File: src/core/cfw_defs.vh
`ifndef CFW_DEFS_VH
`define CFW_DEFS_VH

// ========================================
// Register byte offsets
`define CFW_REG_CTRL     8'h00
`define CFW_REG_CMD0     8'h04
`define CFW_REG_CMD4     8'h14
`define CFW_REG_REPLY0   8'h18
`define CFW_REG_REPLY1   8'h1c
`define CFW_REG_STAT     8'h20
`define CFW_REG_IRQ_STAT 8'h24
`define CFW_REG_IRQ_EN   8'h28
`define CFW_REG_IRQ_CLR  8'h2c
`define CFW_REG_TAG_TYPE 8'h30
`define CFW_REG_RD_CODE  8'h34

// ========================================
// Control fields
`define CFW_CTRL_START   0
`define CFW_CTRL_STOP    1

// ========================================
// Telegram layout
`define CFW_CMD_CONT     8'h24
`define CFW_CMD_SINGLE   8'h25
`define CFW_LEN_HI       7
`define CFW_LEN_LO       4
`define CFW_CHAN_HI      3
`define CFW_CHAN_LO      1
`define CFW_TOGGLE       0
`define CFW_DATA_FIRST   4

// ========================================
// Status codes and tag types
`define CFW_ST_OK        8'h00
`define CFW_ST_WR_FAIL   8'h04
`define CFW_ST_BAD_CMD   8'h05
`define CFW_TAGTYPE_RST  8'h00
`define CFW_TAGTYPE_COMP 8'h50
`define CFW_COMPAT_BYTES 5'd8

// ========================================
// Interrupt bits
`define CFW_IRQ_REPLY    0
`define CFW_IRQ_FAIL     1
`define CFW_IRQ_BAD      2
`define CFW_IRQ_W        3

`endif

File: src/core/cfw_tagwr.v
`timescale 1ns/10ps
`include "cfw_defs.vh"

module cfw_tagwr (
  input  wire         aclk,
  input  wire         aresetn,
  input  wire         start,
  input  wire [4:0]   len,
  input  wire [127:0] data,
  output reg          done,
  output reg          ok,
  output wire         tag_req,
  output reg  [7:0]   tag_addr,
  output reg  [7:0]   tag_wdata,
  input  wire         tag_ack,
  input  wire         tag_err
);

  reg       busy_q;
  reg [4:0] idx_q;
  wire [3:0] nxt;

  assign tag_req = busy_q;
  assign nxt     = idx_q[3:0] + 4'h1;

  // ========================================
  // Byte sequencer, one tag byte per handshake
  always @(posedge aclk) begin
    if (!aresetn) begin
      busy_q    <= 1'b0;
      idx_q     <= 5'h00;
      done      <= 1'b0;
      ok        <= 1'b0;
      tag_addr  <= 8'h00;
      tag_wdata <= 8'h00;
    end else begin
      done <= 1'b0;
      if (start && !busy_q) begin
        busy_q    <= 1'b1;
        idx_q     <= 5'h00;
        tag_addr  <= 8'h00;
        tag_wdata <= data[7:0];
      end else if (busy_q && tag_ack) begin
        if (tag_err) begin
          busy_q <= 1'b0;
          done   <= 1'b1;
          ok     <= 1'b0;
        end else if (idx_q == len - 5'd1) begin
          busy_q <= 1'b0;
          done   <= 1'b1;
          ok     <= 1'b1;
        end else begin
          idx_q     <= idx_q + 5'd1;
          tag_addr  <= {4'h0, nxt};
          tag_wdata <= data[nxt*8 +: 8];
        end
      end
    end
  end

endmodule

File: src/core/cfw_top.v
`timescale 1ns/10ps
`include "cfw_defs.vh"

module cfw_top (
  input  wire        aclk,
  input  wire        aresetn,
  input  wire [7:0]  s_axi_awaddr,
  input  wire        s_axi_awvalid,
  output wire        s_axi_awready,
  input  wire [31:0] s_axi_wdata,
  input  wire [3:0]  s_axi_wstrb,
  input  wire        s_axi_wvalid,
  output wire        s_axi_wready,
  output reg  [1:0]  s_axi_bresp,
  output reg         s_axi_bvalid,
  input  wire        s_axi_bready,
  input  wire [7:0]  s_axi_araddr,
  input  wire        s_axi_arvalid,
  output wire        s_axi_arready,
  output reg  [31:0] s_axi_rdata,
  output reg  [1:0]  s_axi_rresp,
  output reg         s_axi_rvalid,
  input  wire        s_axi_rready,
  input  wire        tag_present,
  output wire        tag_req,
  output wire [7:0]  tag_addr,
  output wire [7:0]  tag_wdata,
  input  wire        tag_ack,
  input  wire        tag_err,
  output reg         irq
);

  localparam S_IDLE = 3'd0;
  localparam S_WAIT = 3'd1;
  localparam S_BUSY = 3'd2;
  localparam S_GONE = 3'd3;

  // ========================================
  // Bus capture
  reg        aw_full_q;
  reg [7:0]  aw_addr_q;
  reg        w_full_q;
  reg [31:0] w_data_q;
  reg [3:0]  w_strb_q;
  wire       wr_go;

  assign s_axi_awready = !aw_full_q && !s_axi_bvalid;
  assign s_axi_wready  = !w_full_q && !s_axi_bvalid;
  assign s_axi_arready = !s_axi_rvalid;
  assign wr_go         = aw_full_q && w_full_q && !s_axi_bvalid;

  always @(posedge aclk) begin
    if (!aresetn) begin
      aw_full_q <= 1'b0;
      aw_addr_q <= 8'h00;
      w_full_q  <= 1'b0;
      w_data_q  <= 32'h0000_0000;
      w_strb_q  <= 4'h0;
    end else begin
      if (s_axi_awvalid && s_axi_awready) begin
        aw_full_q <= 1'b1;
        aw_addr_q <= s_axi_awaddr;
      end else if (wr_go) begin
        aw_full_q <= 1'b0;
      end
      if (s_axi_wvalid && s_axi_wready) begin
        w_full_q <= 1'b1;
        w_data_q <= s_axi_wdata;
        w_strb_q <= s_axi_wstrb;
      end else if (wr_go) begin
        w_full_q <= 1'b0;
      end
    end
  end

  // ========================================
  // Registers
  reg  [31:0] cmd_q [0:4];
  reg  [7:0]  tag_type_q;
  reg  [2:0]  irq_en_q;
  reg  [2:0]  irq_stat_q;
  reg  [31:0] reply_q;
  reg  [31:0] code_q;
  reg  [4:0]  mem_base_q;
  reg  [2:0]  state_q;
  reg         single_q;
  reg  [7:0]  counter_q;
  reg  [2:0]  ev_d;
  wire        wr_ctrl;
  wire        wr_cmd;
  wire        wr_map;
  wire [2:0]  cmd_idx;
  wire        start_p;
  wire        stop_p;
  wire        clr_p;
  integer     b;

  assign cmd_idx = aw_addr_q[4:2] - 3'd1;
  assign wr_ctrl = wr_go && aw_addr_q == `CFW_REG_CTRL;
  assign wr_cmd  = wr_go && aw_addr_q >= `CFW_REG_CMD0 &&
                   aw_addr_q <= `CFW_REG_CMD4 && aw_addr_q[1:0] == 2'b00;
  assign wr_map  = wr_ctrl || wr_cmd ||
                   aw_addr_q == `CFW_REG_IRQ_EN ||
                   aw_addr_q == `CFW_REG_IRQ_CLR ||
                   aw_addr_q == `CFW_REG_TAG_TYPE;
  assign start_p = wr_ctrl && w_strb_q[0] && w_data_q[`CFW_CTRL_START];
  assign stop_p  = wr_ctrl && w_strb_q[0] && w_data_q[`CFW_CTRL_STOP];
  assign clr_p   = wr_go && aw_addr_q == `CFW_REG_IRQ_CLR && w_strb_q[0];

  always @(posedge aclk) begin
    if (!aresetn) begin
      for (b = 0; b < 5; b = b + 1) begin
        cmd_q[b] <= 32'h0000_0000;
      end
      tag_type_q   <= `CFW_TAGTYPE_RST;
      irq_en_q     <= 3'h0;
      s_axi_bvalid <= 1'b0;
      s_axi_bresp  <= 2'b00;
    end else begin
      if (wr_go) begin
        s_axi_bvalid <= 1'b1;
        s_axi_bresp  <= wr_map ? 2'b00 : 2'b10;
      end else if (s_axi_bready) begin
        s_axi_bvalid <= 1'b0;
      end
      // Byte lanes honoured on the telegram words
      if (wr_cmd) begin
        for (b = 0; b < 4; b = b + 1) begin
          if (w_strb_q[b]) begin
            cmd_q[cmd_idx][b*8 +: 8] <= w_data_q[b*8 +: 8];
          end
        end
      end
      if (wr_go && aw_addr_q == `CFW_REG_IRQ_EN && w_strb_q[0]) begin
        irq_en_q <= w_data_q[2:0];
      end
      if (wr_go && aw_addr_q == `CFW_REG_TAG_TYPE && w_strb_q[0]) begin
        tag_type_q <= w_data_q[7:0];
      end
    end
  end

  // ========================================
  // Telegram fields
  wire [7:0]   cmd_code;
  wire [7:0]   cmd_hdr;
  wire [3:0]   fix_len;
  wire [127:0] fix_data;
  wire         compat;
  wire [4:0]   eng_len;
  wire         code_ok;

  assign cmd_code = cmd_q[0][7:0];
  assign cmd_hdr  = cmd_q[0][15:8];
  assign fix_len  = cmd_hdr[`CFW_LEN_HI:`CFW_LEN_LO];
  // Data starts at byte 4, so byte N = length + 3 lands in the window
  assign fix_data = {cmd_q[4], cmd_q[3], cmd_q[2], cmd_q[1]};
  // Type 50 selects compatibility layout for second-family tags
  assign compat   = tag_type_q == `CFW_TAGTYPE_COMP;
  assign eng_len  = compat ? `CFW_COMPAT_BYTES : {1'b0, fix_len};
  assign code_ok  = (cmd_code == `CFW_CMD_CONT ||
                     cmd_code == `CFW_CMD_SINGLE) && fix_len != 4'h0;

  // ========================================
  // Presence pin synchroniser
  reg tag_meta_q;
  reg tag_sync_q;

  always @(posedge aclk) begin
    if (!aresetn) begin
      tag_meta_q <= 1'b0;
      tag_sync_q <= 1'b0;
    end else begin
      tag_meta_q <= tag_present;
      tag_sync_q <= tag_meta_q;
    end
  end

  // ========================================
  // Write engine
  reg  eng_start;
  wire eng_done;
  wire eng_ok;

  cfw_tagwr u_wr (
    .aclk      (aclk),
    .aresetn   (aresetn),
    .start     (eng_start),
    .len       (eng_len),
    .data      (fix_data),
    .done      (eng_done),
    .ok        (eng_ok),
    .tag_req   (tag_req),
    .tag_addr  (tag_addr),
    .tag_wdata (tag_wdata),
    .tag_ack   (tag_ack),
    .tag_err   (tag_err)
  );

  // ========================================
  // Command sequencer
  always @(posedge aclk) begin
    if (!aresetn) begin
      state_q    <= S_IDLE;
      single_q   <= 1'b0;
      eng_start  <= 1'b0;
      counter_q  <= 8'h00;
      reply_q    <= 32'h0000_0000;
      code_q     <= 32'h0000_0000;
      mem_base_q <= 5'h00;
      ev_d       <= 3'h0;
    end else begin
      eng_start <= 1'b0;
      ev_d      <= 3'h0;
      case (state_q)
        S_IDLE: begin
          if (start_p) begin
            if (code_ok) begin
              single_q <= cmd_code == `CFW_CMD_SINGLE;
              state_q  <= S_WAIT;
            end else begin
              reply_q <= {counter_q + 8'h01, `CFW_ST_BAD_CMD,
                          cmd_hdr, cmd_code};
              counter_q            <= counter_q + 8'h01;
              ev_d[`CFW_IRQ_BAD]   <= 1'b1;
              ev_d[`CFW_IRQ_REPLY] <= 1'b1;
            end
          end
        end
        S_WAIT: begin
          if (stop_p) begin
            state_q <= S_IDLE;
          end else if (tag_sync_q) begin
            eng_start <= 1'b1;
            state_q   <= S_BUSY;
          end
        end
        S_BUSY: begin
          if (eng_done) begin
            if (eng_ok) begin
              // Echo code and header, status then counter
              reply_q <= {counter_q + 8'h01, `CFW_ST_OK,
                          cmd_hdr, cmd_code};
              counter_q            <= counter_q + 8'h01;
              ev_d[`CFW_IRQ_REPLY] <= 1'b1;
              code_q               <= fix_data[31:0];
              // Ordinary accesses start past the reserved header
              mem_base_q <= compat ? `CFW_COMPAT_BYTES : 5'h00;
              state_q    <= single_q ? S_IDLE : S_GONE;
            end else if (single_q) begin
              reply_q <= {counter_q + 8'h01, `CFW_ST_WR_FAIL,
                          cmd_hdr, cmd_code};
              counter_q            <= counter_q + 8'h01;
              ev_d[`CFW_IRQ_FAIL]  <= 1'b1;
              ev_d[`CFW_IRQ_REPLY] <= 1'b1;
              state_q              <= S_IDLE;
            end else begin
              ev_d[`CFW_IRQ_FAIL] <= 1'b1;
              state_q             <= S_WAIT;
            end
          end
        end
        S_GONE: begin
          // Same tag still in range must not be written twice
          if (stop_p) begin
            state_q <= S_IDLE;
          end else if (!tag_sync_q) begin
            state_q <= S_WAIT;
          end
        end
        default: begin
          state_q <= S_IDLE;
        end
      endcase
    end
  end

  // ========================================
  // Interrupts, set wins over clear
  always @(posedge aclk) begin
    if (!aresetn) begin
      irq_stat_q <= 3'h0;
      irq        <= 1'b0;
    end else begin
      irq_stat_q <= (irq_stat_q & ~(clr_p ? w_data_q[2:0] : 3'h0)) | ev_d;
      irq        <= |(irq_stat_q & irq_en_q);
    end
  end

  // ========================================
  // Read side
  reg [31:0] rd_d;
  reg        rd_err_d;

  always @* begin
    rd_d     = 32'h0000_0000;
    rd_err_d = 1'b0;
    case (s_axi_araddr)
      `CFW_REG_CTRL:     rd_d = 32'h0000_0000;
      8'h04:             rd_d = cmd_q[0];
      8'h08:             rd_d = cmd_q[1];
      8'h0c:             rd_d = cmd_q[2];
      8'h10:             rd_d = cmd_q[3];
      `CFW_REG_CMD4:     rd_d = cmd_q[4];
      `CFW_REG_REPLY0:   rd_d = reply_q;
      `CFW_REG_REPLY1:   rd_d = 32'h0000_0000;
      `CFW_REG_STAT:     rd_d = {19'h0, mem_base_q, 3'h0, single_q,
                                 tag_sync_q, state_q};
      `CFW_REG_IRQ_STAT: rd_d = {29'h0, irq_stat_q};
      `CFW_REG_IRQ_EN:   rd_d = {29'h0, irq_en_q};
      `CFW_REG_IRQ_CLR:  rd_d = 32'h0000_0000;
      `CFW_REG_TAG_TYPE: rd_d = {24'h0, tag_type_q};
      // Four-byte code only offered under type 50
      `CFW_REG_RD_CODE:  rd_d = compat ? code_q : 32'h0000_0000;
      default:           rd_err_d = 1'b1;
    endcase
  end

  always @(posedge aclk) begin
    if (!aresetn) begin
      s_axi_rvalid <= 1'b0;
      s_axi_rdata  <= 32'h0000_0000;
      s_axi_rresp  <= 2'b00;
    end else if (s_axi_arvalid && s_axi_arready) begin
      s_axi_rvalid <= 1'b1;
      s_axi_rdata  <= rd_d;
      s_axi_rresp  <= rd_err_d ? 2'b10 : 2'b00;
    end else if (s_axi_rready) begin
      s_axi_rvalid <= 1'b0;
    end
  end

endmodule

File: config.mk
export PLATFORM = sky130hd
export DESIGN_NAME = cfw_top
export DESIGN_NICKNAME = d
export VERILOG_FILES = /design/src/core/cfw_tagwr.v /design/src/core/cfw_top.v
export VERILOG_INCLUDE_DIRS = /design/src /design/src/core
export SDC_FILE = /design/constraint.sdc
export NUM_CORES = 1
export LEC_CHECK = 0
export BUFFER_PORTS_ARGS = -buffer_cell sky130_fd_sc_hd__buf_2
export CAP_MARGIN = 40
export CORE_MARGIN = 4
export CORE_UTILIZATION = 55
export DETAILED_ROUTE_END_ITERATION = 10
export PLACE_DENSITY = 0.81
export SLEW_MARGIN = 20
export SYNTH_ARGS = -nofsm -noshare
export SYNTH_HDL_FRONTEND = slang
export SYNTH_SLANG_ARGS = --single-unit
File: constraint.sdc
create_clock -name aclk -period 2.8 [get_ports aclk]
set_input_delay 0.28 -clock aclk [delete_from_list [all_inputs] [get_ports aclk]]
set_output_delay 0.28 -clock aclk [all_outputs]
set_load 0.02 [all_outputs]
==> results.txt, run 1 <==
Crit path max-delay family: multiplexers
Yosys top cell area share: 30.34%
Main synth FF type: dfxtp_1
Synthesis Warnings: 0
share of layout cells above drive strength 1: 17.52%
reg2reg end: u_wr.tag_wdata[4]
core area: 0.02809 sq mm
initial antenna violation count: 0
Critical Path, Cell by Cell: ha_1 > xnor2_2 > mux4_2 > mux2i_1 > mux2i_1 > nand3_1 > o311ai_1
drt pass-1 iters: 8
Die Height: 177.7 microns
Post-synth ARST share: 0%
clock slew at reported path FFs: 0.06 ns
vias per inst: 6.280
Hold Startpoint: s_axi_awaddr[3]
Ant. Diodes: 0
Clock Latency Late Sink: 0.54 ns
final core occ: 66.62%
combinational family with the most area after synthesis: simple AND/OR/NAND/NOR gates
HP Class: in2reg
IO Pins: 121
WL/cell: 24.72 microns
Multi-input gate area: 0.007002 sq mm
row cnt: 61
Worst setup SP type: flop
post-DP HPWL: 38060 microns
Total Wirelength: 52380 microns
FMAX: 382.3 MHz
cell depth of the worst hold path: 3
WP data required: 3.20 ns
mux share of post-synthesis cell area: 10.56%
Yosys top cell by area: edfxtp_1
CTS H-tree depth: 2
first-iteration detailed-routing DRC count: 1982
Critical Path AT: 3.02 ns
Power Density: 596.9 mW/mm^2
slowest stage cell, crit path: mux4_2
commonest cells in the netlist: 225 x nand2_1, 181 x dfxtp_1, 173 x and2_1, 160 x edfxtp_1, 134 x a21oi_1
status: finished, final reports clean
CP Class: reg2reg
DRC errors left: 0
complex-gate fraction of the synthesized area: 13.04%
Starting Density: 56.38%
die area: 0.03157 sq mm
Slew @ Worst Pin: 0.7787 ns
cell mode on critical path: mux2i_1
register area share after synthesis: 53.22%
most common cell in the synthesized netlist: nand2_1
Final ANT Viol Nets: 0
Critical Path Max Stage Delay: 0.60 ns
setup TNS: 0 ns
Max-cap violations: 0
syn avg cell area: 10.24 sq um
Tot GR Track Use: 33.04%
Area contributors post-synth: edfxtp_1 30%, dfxtp_1 23%, and2_1 6.8%, mux2i_1 5.4%, nand2_1 5.3%
synthesized area: 0.01584 sq mm
Synth Register Bits: 341
Post-synth EDFFs: 160
clock skew: 0.02231 ns
RR Startpoint: u_wr.idx_q[1]
RSZ-0062 raised after global routing: no
FILL cells: 2210
number of buffers added on ports: 114
area delta synth->final: 18.15%
Synth Area in XOR/XNOR: 0.8770%
maximum VDD drop: 0.3763 mV
max-slew violation count: 0
Fin. Hold Viols: 0
Die X-Extent: 177.7 microns
Hold Path End: aw_addr_q[3]
Buffers & Inverters on Critical Path: 0
CP endpoint kind: flop
CTS tree: built
vias in the first global route: 12470
Slew headroom: 47.96%
WP depth: 7
Sequential Area: 0.008429 sq mm
nets: 1785
clk sinks: 341
CTS Buf Count: 37
final setup fails: 0
global-route wire length before repair: 77960 microns
R2R depth: 7
simple-gate area share of the yosys netlist: 18.60%
DR vias: 13310
Final Wtd Congestion: 1.040
Post CTS Setup Buffer Count: 0
Cell variety after synth: 67
GR Overflow Total: 0
Tcrit/Tclk final: 93.41%
worst-path maximum fanout: 7
minimum clock period: 2.615 ns
CTS root buf: clkbuf_16
largest net degree at the start of global routing: 93
Lkg Pwr: 7.076 nW
Mapped Cells: 1546
Synth Area in Adders: 0.6321%
flop2flop setup slack: 0.18 ns
Clock Tree Buf Depth: 3
layer usage:
metal | GRT usage [%] | vias to the layer above | part of all wire [%]
li1 | - | 5874 | -
met1 | 47.05 | 6240 | 39
met2 | 47.49 | 1004 | 41
met3 | 9.033 | 188 | 14
met4 | 14.57 | 2 | 5.2
met5 | 0 | - | 0.050
how the worst max path moves through the flow:
stage / slack (ns) / start / to
global route: 0.03 / tag_type_q[6] / u_wr.tag_wdata[5]
detailed placement: 0.01 / tag_type_q[6] / u_wr.tag_wdata[5]
global placement: 0.11 / tag_type_q[6] / u_wr.tag_wdata[7]
CTS: 0.11 / tag_type_q[6] / u_wr.tag_wdata[5]
finish: 0.18 / u_wr.idx_q[1] / u_wr.tag_wdata[4]
floorplan: 0.01 / tag_type_q[3] / u_wr.tag_wdata[6]
area by class of cell:
class	count	share of cell area [%]
Sequential cell	341	45.05
Inverter	12	0.2541
Tap cell	378	2.528
Clock buffer	54	5.718
Clock inverter	11	0.6085
Timing Repair Buffer	226	8.419
Multi-Input combinational cell	1097	37.42
flip-flops by register name, indices dropped and copies added (netlist names), 3 cells and up:
register	flops
u_wr.tag_wdata	8
w_data_q	32
counter_q	7
irq_stat_q	3
irq_en_q	3
u_wr.idx_q	5
cmd_q	160
w_strb_q	4
reply_q	19
ev_d	3
code_q	32
aw_addr_q	8
s_axi_rdata	32
tag_type_q	8
placed cells by master (no fill, tap or decap), types with 9 or more instances in the layout:
cell type      count
xnor2_1            9
clkbuf_16         37
mux2_2            14
and2_1           173
dlygate4sd3_1     38
a31oi_1           15
o21ai_0           69
a22o_1            13
a22oi_1           21
mux2i_1           85
edfxtp_1         160
nand3_1           19
dfxtp_1          180
nor3_1            18
nor2_1           119
a221oi_1          14
buf_4             66
a211oi_1          16
a21oi_1          134
clkbuf_1          10
buf_2            115
mux4_2            29
inv_1             11
nand2_1          224
power breakdown:
part | switching, mW | internal (mW) | leakage [nW]
sequential | 0.210 | 5.37 | 3.12
clock | 2.00 | 2.76 | 0.575
combinational | 0.520 | 0.309 | 3.38
cell families (layout without fill, tap and decap cells):
family                   Yosys count  in the layout
adder cells (fa/ha/maj)            8              8
AO/OA/AOI/OAI                    331            331
XOR/XNOR                          15             15
other                              1              6
multiplexers                     129            129
AND/OR/NAND/NOR                  608            608
flip-flops                       341            341
buffers and inverters            113            303
what timing repair did:
item | in CTS | in global routing
endpoints found under the hold margin | 38 | 0
setup endpoints to repair | 1 | 11
gates resized for setup | 1 | 3
hold buffers | 38 | 0
pin swaps | 0 | 0
metrics by stage:
| stage | instance area [sq um] | setup WS, ns | total power, mW | hold slack [ns] | cells |
|---|---|---|---|---|---|
| after detailed placement | 17120 | 0.01307 | 6.440 | 0.4200 | 2015 |
| after CTS | 18690 | 0.1091 | 11.16 | 0.0004950 | 2118 |
| after global routing | 18710 | 0.03189 | 11.48 | 0.0006579 | 2119 |
| after global placement | 17120 | 0.1147 | 6.422 | 0.4179 | 2014 |
| after floorplan | 15860 | 0.01289 | 6.037 | 0.3801 | 1551 |
| final | 18710 | 0.1845 | 11.17 | 0.005707 | 2119 |
worst register-to-register path, delay by kind of cell, from the launching register on:
family / cells / cell delay (ns)
mux: 3 / 0.99
fa+ha+maj: 1 / 0.32
xor+xnor: 1 / 0.59
compound gates: 1 / 0.10
flops: 1 / 0.37
simple gates: 1 / 0.11
No activity file was read; power rests on OpenSTA's default activity.
==> inputs of run 2 (changes only) <==
- CORE_ASPECT_RATIO: unset -> 0.6
==> results.txt, run 2 (synthesis gave the netlist of run 1 again) <==
placement-stage cell area: 0.01730 sq mm (was 0.01712 sq mm)
Fin. Hold Viols: 0 (unchanged)
Power Density: 583.1 mW/mm^2 (was 596.9 mW/mm^2)
Ant. Diodes: 0 (unchanged)
worst setup path start: tag_type_q[6] (was u_wr.idx_q[1])
die area: 0.03166 sq mm (was 0.03157 sq mm)
Slew headroom: 23.62% (was 47.96%)
worst-path maximum fanout: 15 (was 7)
Die X-Extent: 227.1 microns (was 177.7 microns)
WP data required: 3.26 ns (was 3.20 ns)
commonest cells after routing, fill and taps aside: 225 x nand2_1, 180 x dfxtp_1, 173 x and2_1 (was 224 x nand2_1, 180 x dfxtp_1, 173 x and2_1)
vias per inst: 6.397 (was 6.280)
maximum VDD drop: 0.4631 mV (was 0.3763 mV)
Clock Latency Late Sink: 0.59 ns (was 0.54 ns)
CP Class: reg2reg (unchanged)
flop2flop setup slack: 0.20 ns (was 0.18 ns)
Cells after DPL: 2026 (was 2015)
Final Non-Filler Cells: 2134 (was 2119)
DR vias: 13650 (was 13310)
number of buffers added on ports: 114 (unchanged)
Tcrit/Tclk final: 92.95% (was 93.41%)
status: finished, final reports clean (unchanged)
Largest register FFs: 160 (unchanged)
minimum clock period: 2.602 ns (was 2.615 ns)
Total Wirelength: 57770 microns (was 52380 microns)
FMAX: 384.2 MHz (was 382.3 MHz)
clock skew: 0.01521 ns (was 0.02231 ns)
Final ANT Viol Nets: 0 (unchanged)
HP Class: in2reg (unchanged)
CP endpoint kind: flop (unchanged)
clk sinks: 341 (unchanged)
share of layout cells above drive strength 1: 17.94% (was 17.52%)
area delta synth->final: 19.21% (was 18.15%)
CP endpoint: u_wr.tag_wdata[1] (was u_wr.tag_wdata[4])
Final Wtd Congestion: 1.098 (was 1.040)
Final Cell Area: 0.01888 sq mm (was 0.01871 sq mm)
Critical Path Max Stage Delay: 0.36 ns (was 0.60 ns)
CTS tree: built (unchanged)
max-slew violation count: 0 (unchanged)
post-DP HPWL: 42360 microns (was 38060 microns)
WL/cell: 27.07 microns (was 24.72 microns)
Max-cap violations: 0 (unchanged)
CTS Buf Count: 31 (was 37)
initial antenna violation count: 1 (was 0)
vias in the first global route: 12290 (was 12470)
Lkg Pwr: 7.192 nW (was 7.076 nW)
Most flops, register: cmd_q (unchanged)
row cnt: 47 (was 61)
Starting Density: 56.69% (was 56.38%)
CTS root buf: clkbuf_16 (unchanged)
R2R depth: 12 (was 7)
first-iteration detailed-routing DRC count: 2445 (was 1982)
Tot GR Track Use: 35.56% (was 33.04%)
final setup fails: 0 (unchanged)
GR Overflow Total: 0 (unchanged)
reg2reg end: u_wr.tag_wdata[1] (was u_wr.tag_wdata[4])
slowest stage cell, crit path: dfxtp_1 (was mux4_2)
clock slew at reported path FFs: 0.07 ns (was 0.06 ns)
core area: 0.02793 sq mm (was 0.02809 sq mm)
most common cell after layout, fill and taps aside: nand2_1 (unchanged)
RR Startpoint: tag_type_q[6] (was u_wr.idx_q[1])
Critical Path AT: 3.06 ns (was 3.02 ns)
largest net degree at the start of global routing: 83 (was 93)
Critical Path, Cell by Cell: nor4bb_4 > nand2_1 > nand2_1 > ha_1 > inv_1 > a2111oi_2 > mux2i_1 > buf_4 > a311oi_4 > buf_12 > mux2i_1 > a21oi_1 (was ha_1 > xnor2_2 > mux4_2 > mux2i_1 > mux2i_1 > nand3_1 > o311ai_1)
Worst setup SP type: flop (unchanged)
IO Pins: 121 (unchanged)
Clock Tree Buf Depth: 3 (unchanged)
Slew @ Worst Pin: 1.117 ns (was 0.7787 ns)
Die Height: 139.4 microns (was 177.7 microns)
nets: 1812 (was 1785)
global-route wire length before repair: 83080 microns (was 77960 microns)
Post CTS Setup Buffer Count: 0 (unchanged)
CTS H-tree depth: 1 (was 2)
setup TNS: 0 ns (unchanged)
DRC errors left: 0 (unchanged)
drt pass-1 iters: 6 (was 8)
==> run 2: cell type report <==
type / instances / area (sq um)
Fill cell: 2127 / 9055
Clock buffer: 41 / 843.3
Clock inverter: 17 / 226.5
Sequential cell: 341 / 8429
Timing Repair Buffer: 259 / 1877
Multi-Input combinational cell: 1097 / 6995
Tap cell: 367 / 459.2
Inverter: 12 / 47.55
==> run 2: power breakdown <==
group	total (mW)	switching [mW]	internal [mW]
Sequential	5.60	0.233	5.37
Clock	4.52	1.93	2.59
Combinational	0.888	0.553	0.335
==> run 2: per-stage QoR <==
stage / hold WS (ns) / worst slack, ns / utilization [%] / total power, mW
6_report: 0.05941 / 0.1975 / 67.58 / 11.01
5_1_grt: 0.06574 / -0.004881 / 67.58 / 11.27
4_1_cts: 0.04148 / 0.09467 / 67.52 / 10.95
3_5_place_dp: 0.4361 / 0.1171 / 61.94 / 6.487
3_3_place_gp: 0.4186 / 0.1935 / 61.86 / 6.464
2_1_floorplan: 0.3801 / 0.01289 / - / 6.037
==> run 2: per-layer routing <==
metal / track usage, % / up-vias / wire, microns
li1: - / 5926 / -
met1: 55.13 / 6575 / 24320
met2: 45.81 / 1048 / 22240
met3: 16.10 / 100 / 10020
met4: 6.459 / 2 / 1176
met5: 0 / - / 13
==> run 2: how the worst min path moves through the flow <==
| stage | from | to | slack [ns] | cells past startpoint |
|---|---|---|---|---|
| after floorplan | s_axi_rready | s_axi_rvalid | 0.38 | 1 |
| final | s_axi_araddr[4] | s_axi_rresp[1] | 0.06 | 3 |
| after global routing | s_axi_araddr[4] | s_axi_rresp[1] | 0.07 | 3 |
| after CTS | s_axi_araddr[4] | s_axi_rresp[1] | 0.04 | 3 |
| after global placement | ev_d[0] | irq_stat_q[0] | 0.42 | 2 |
| after detailed placement | ev_d[1] | irq_stat_q[1] | 0.44 | 2 |
==> run 2: worst max-delay path: cells and delay by family (launching register included) <==
family                   cells  cell delay, ns
AO/OA/AOI/OAI                3            0.64
buffers and inverters        3            0.41
adder cells (fa/ha/maj)      1            0.19
multiplexers                 2            0.33
AND/OR/NAND/NOR              3            0.55
flip-flops                   1            0.36
==> run 2: timing repair <==
| item | in CTS | in global routing |
|---|---|---|
| hold buffers | 49 | 0 |
| hold endpoints to repair | 48 | 0 |
| setup endpoints to repair | 0 | 11 |
| resized for setup | 0 | 2 |
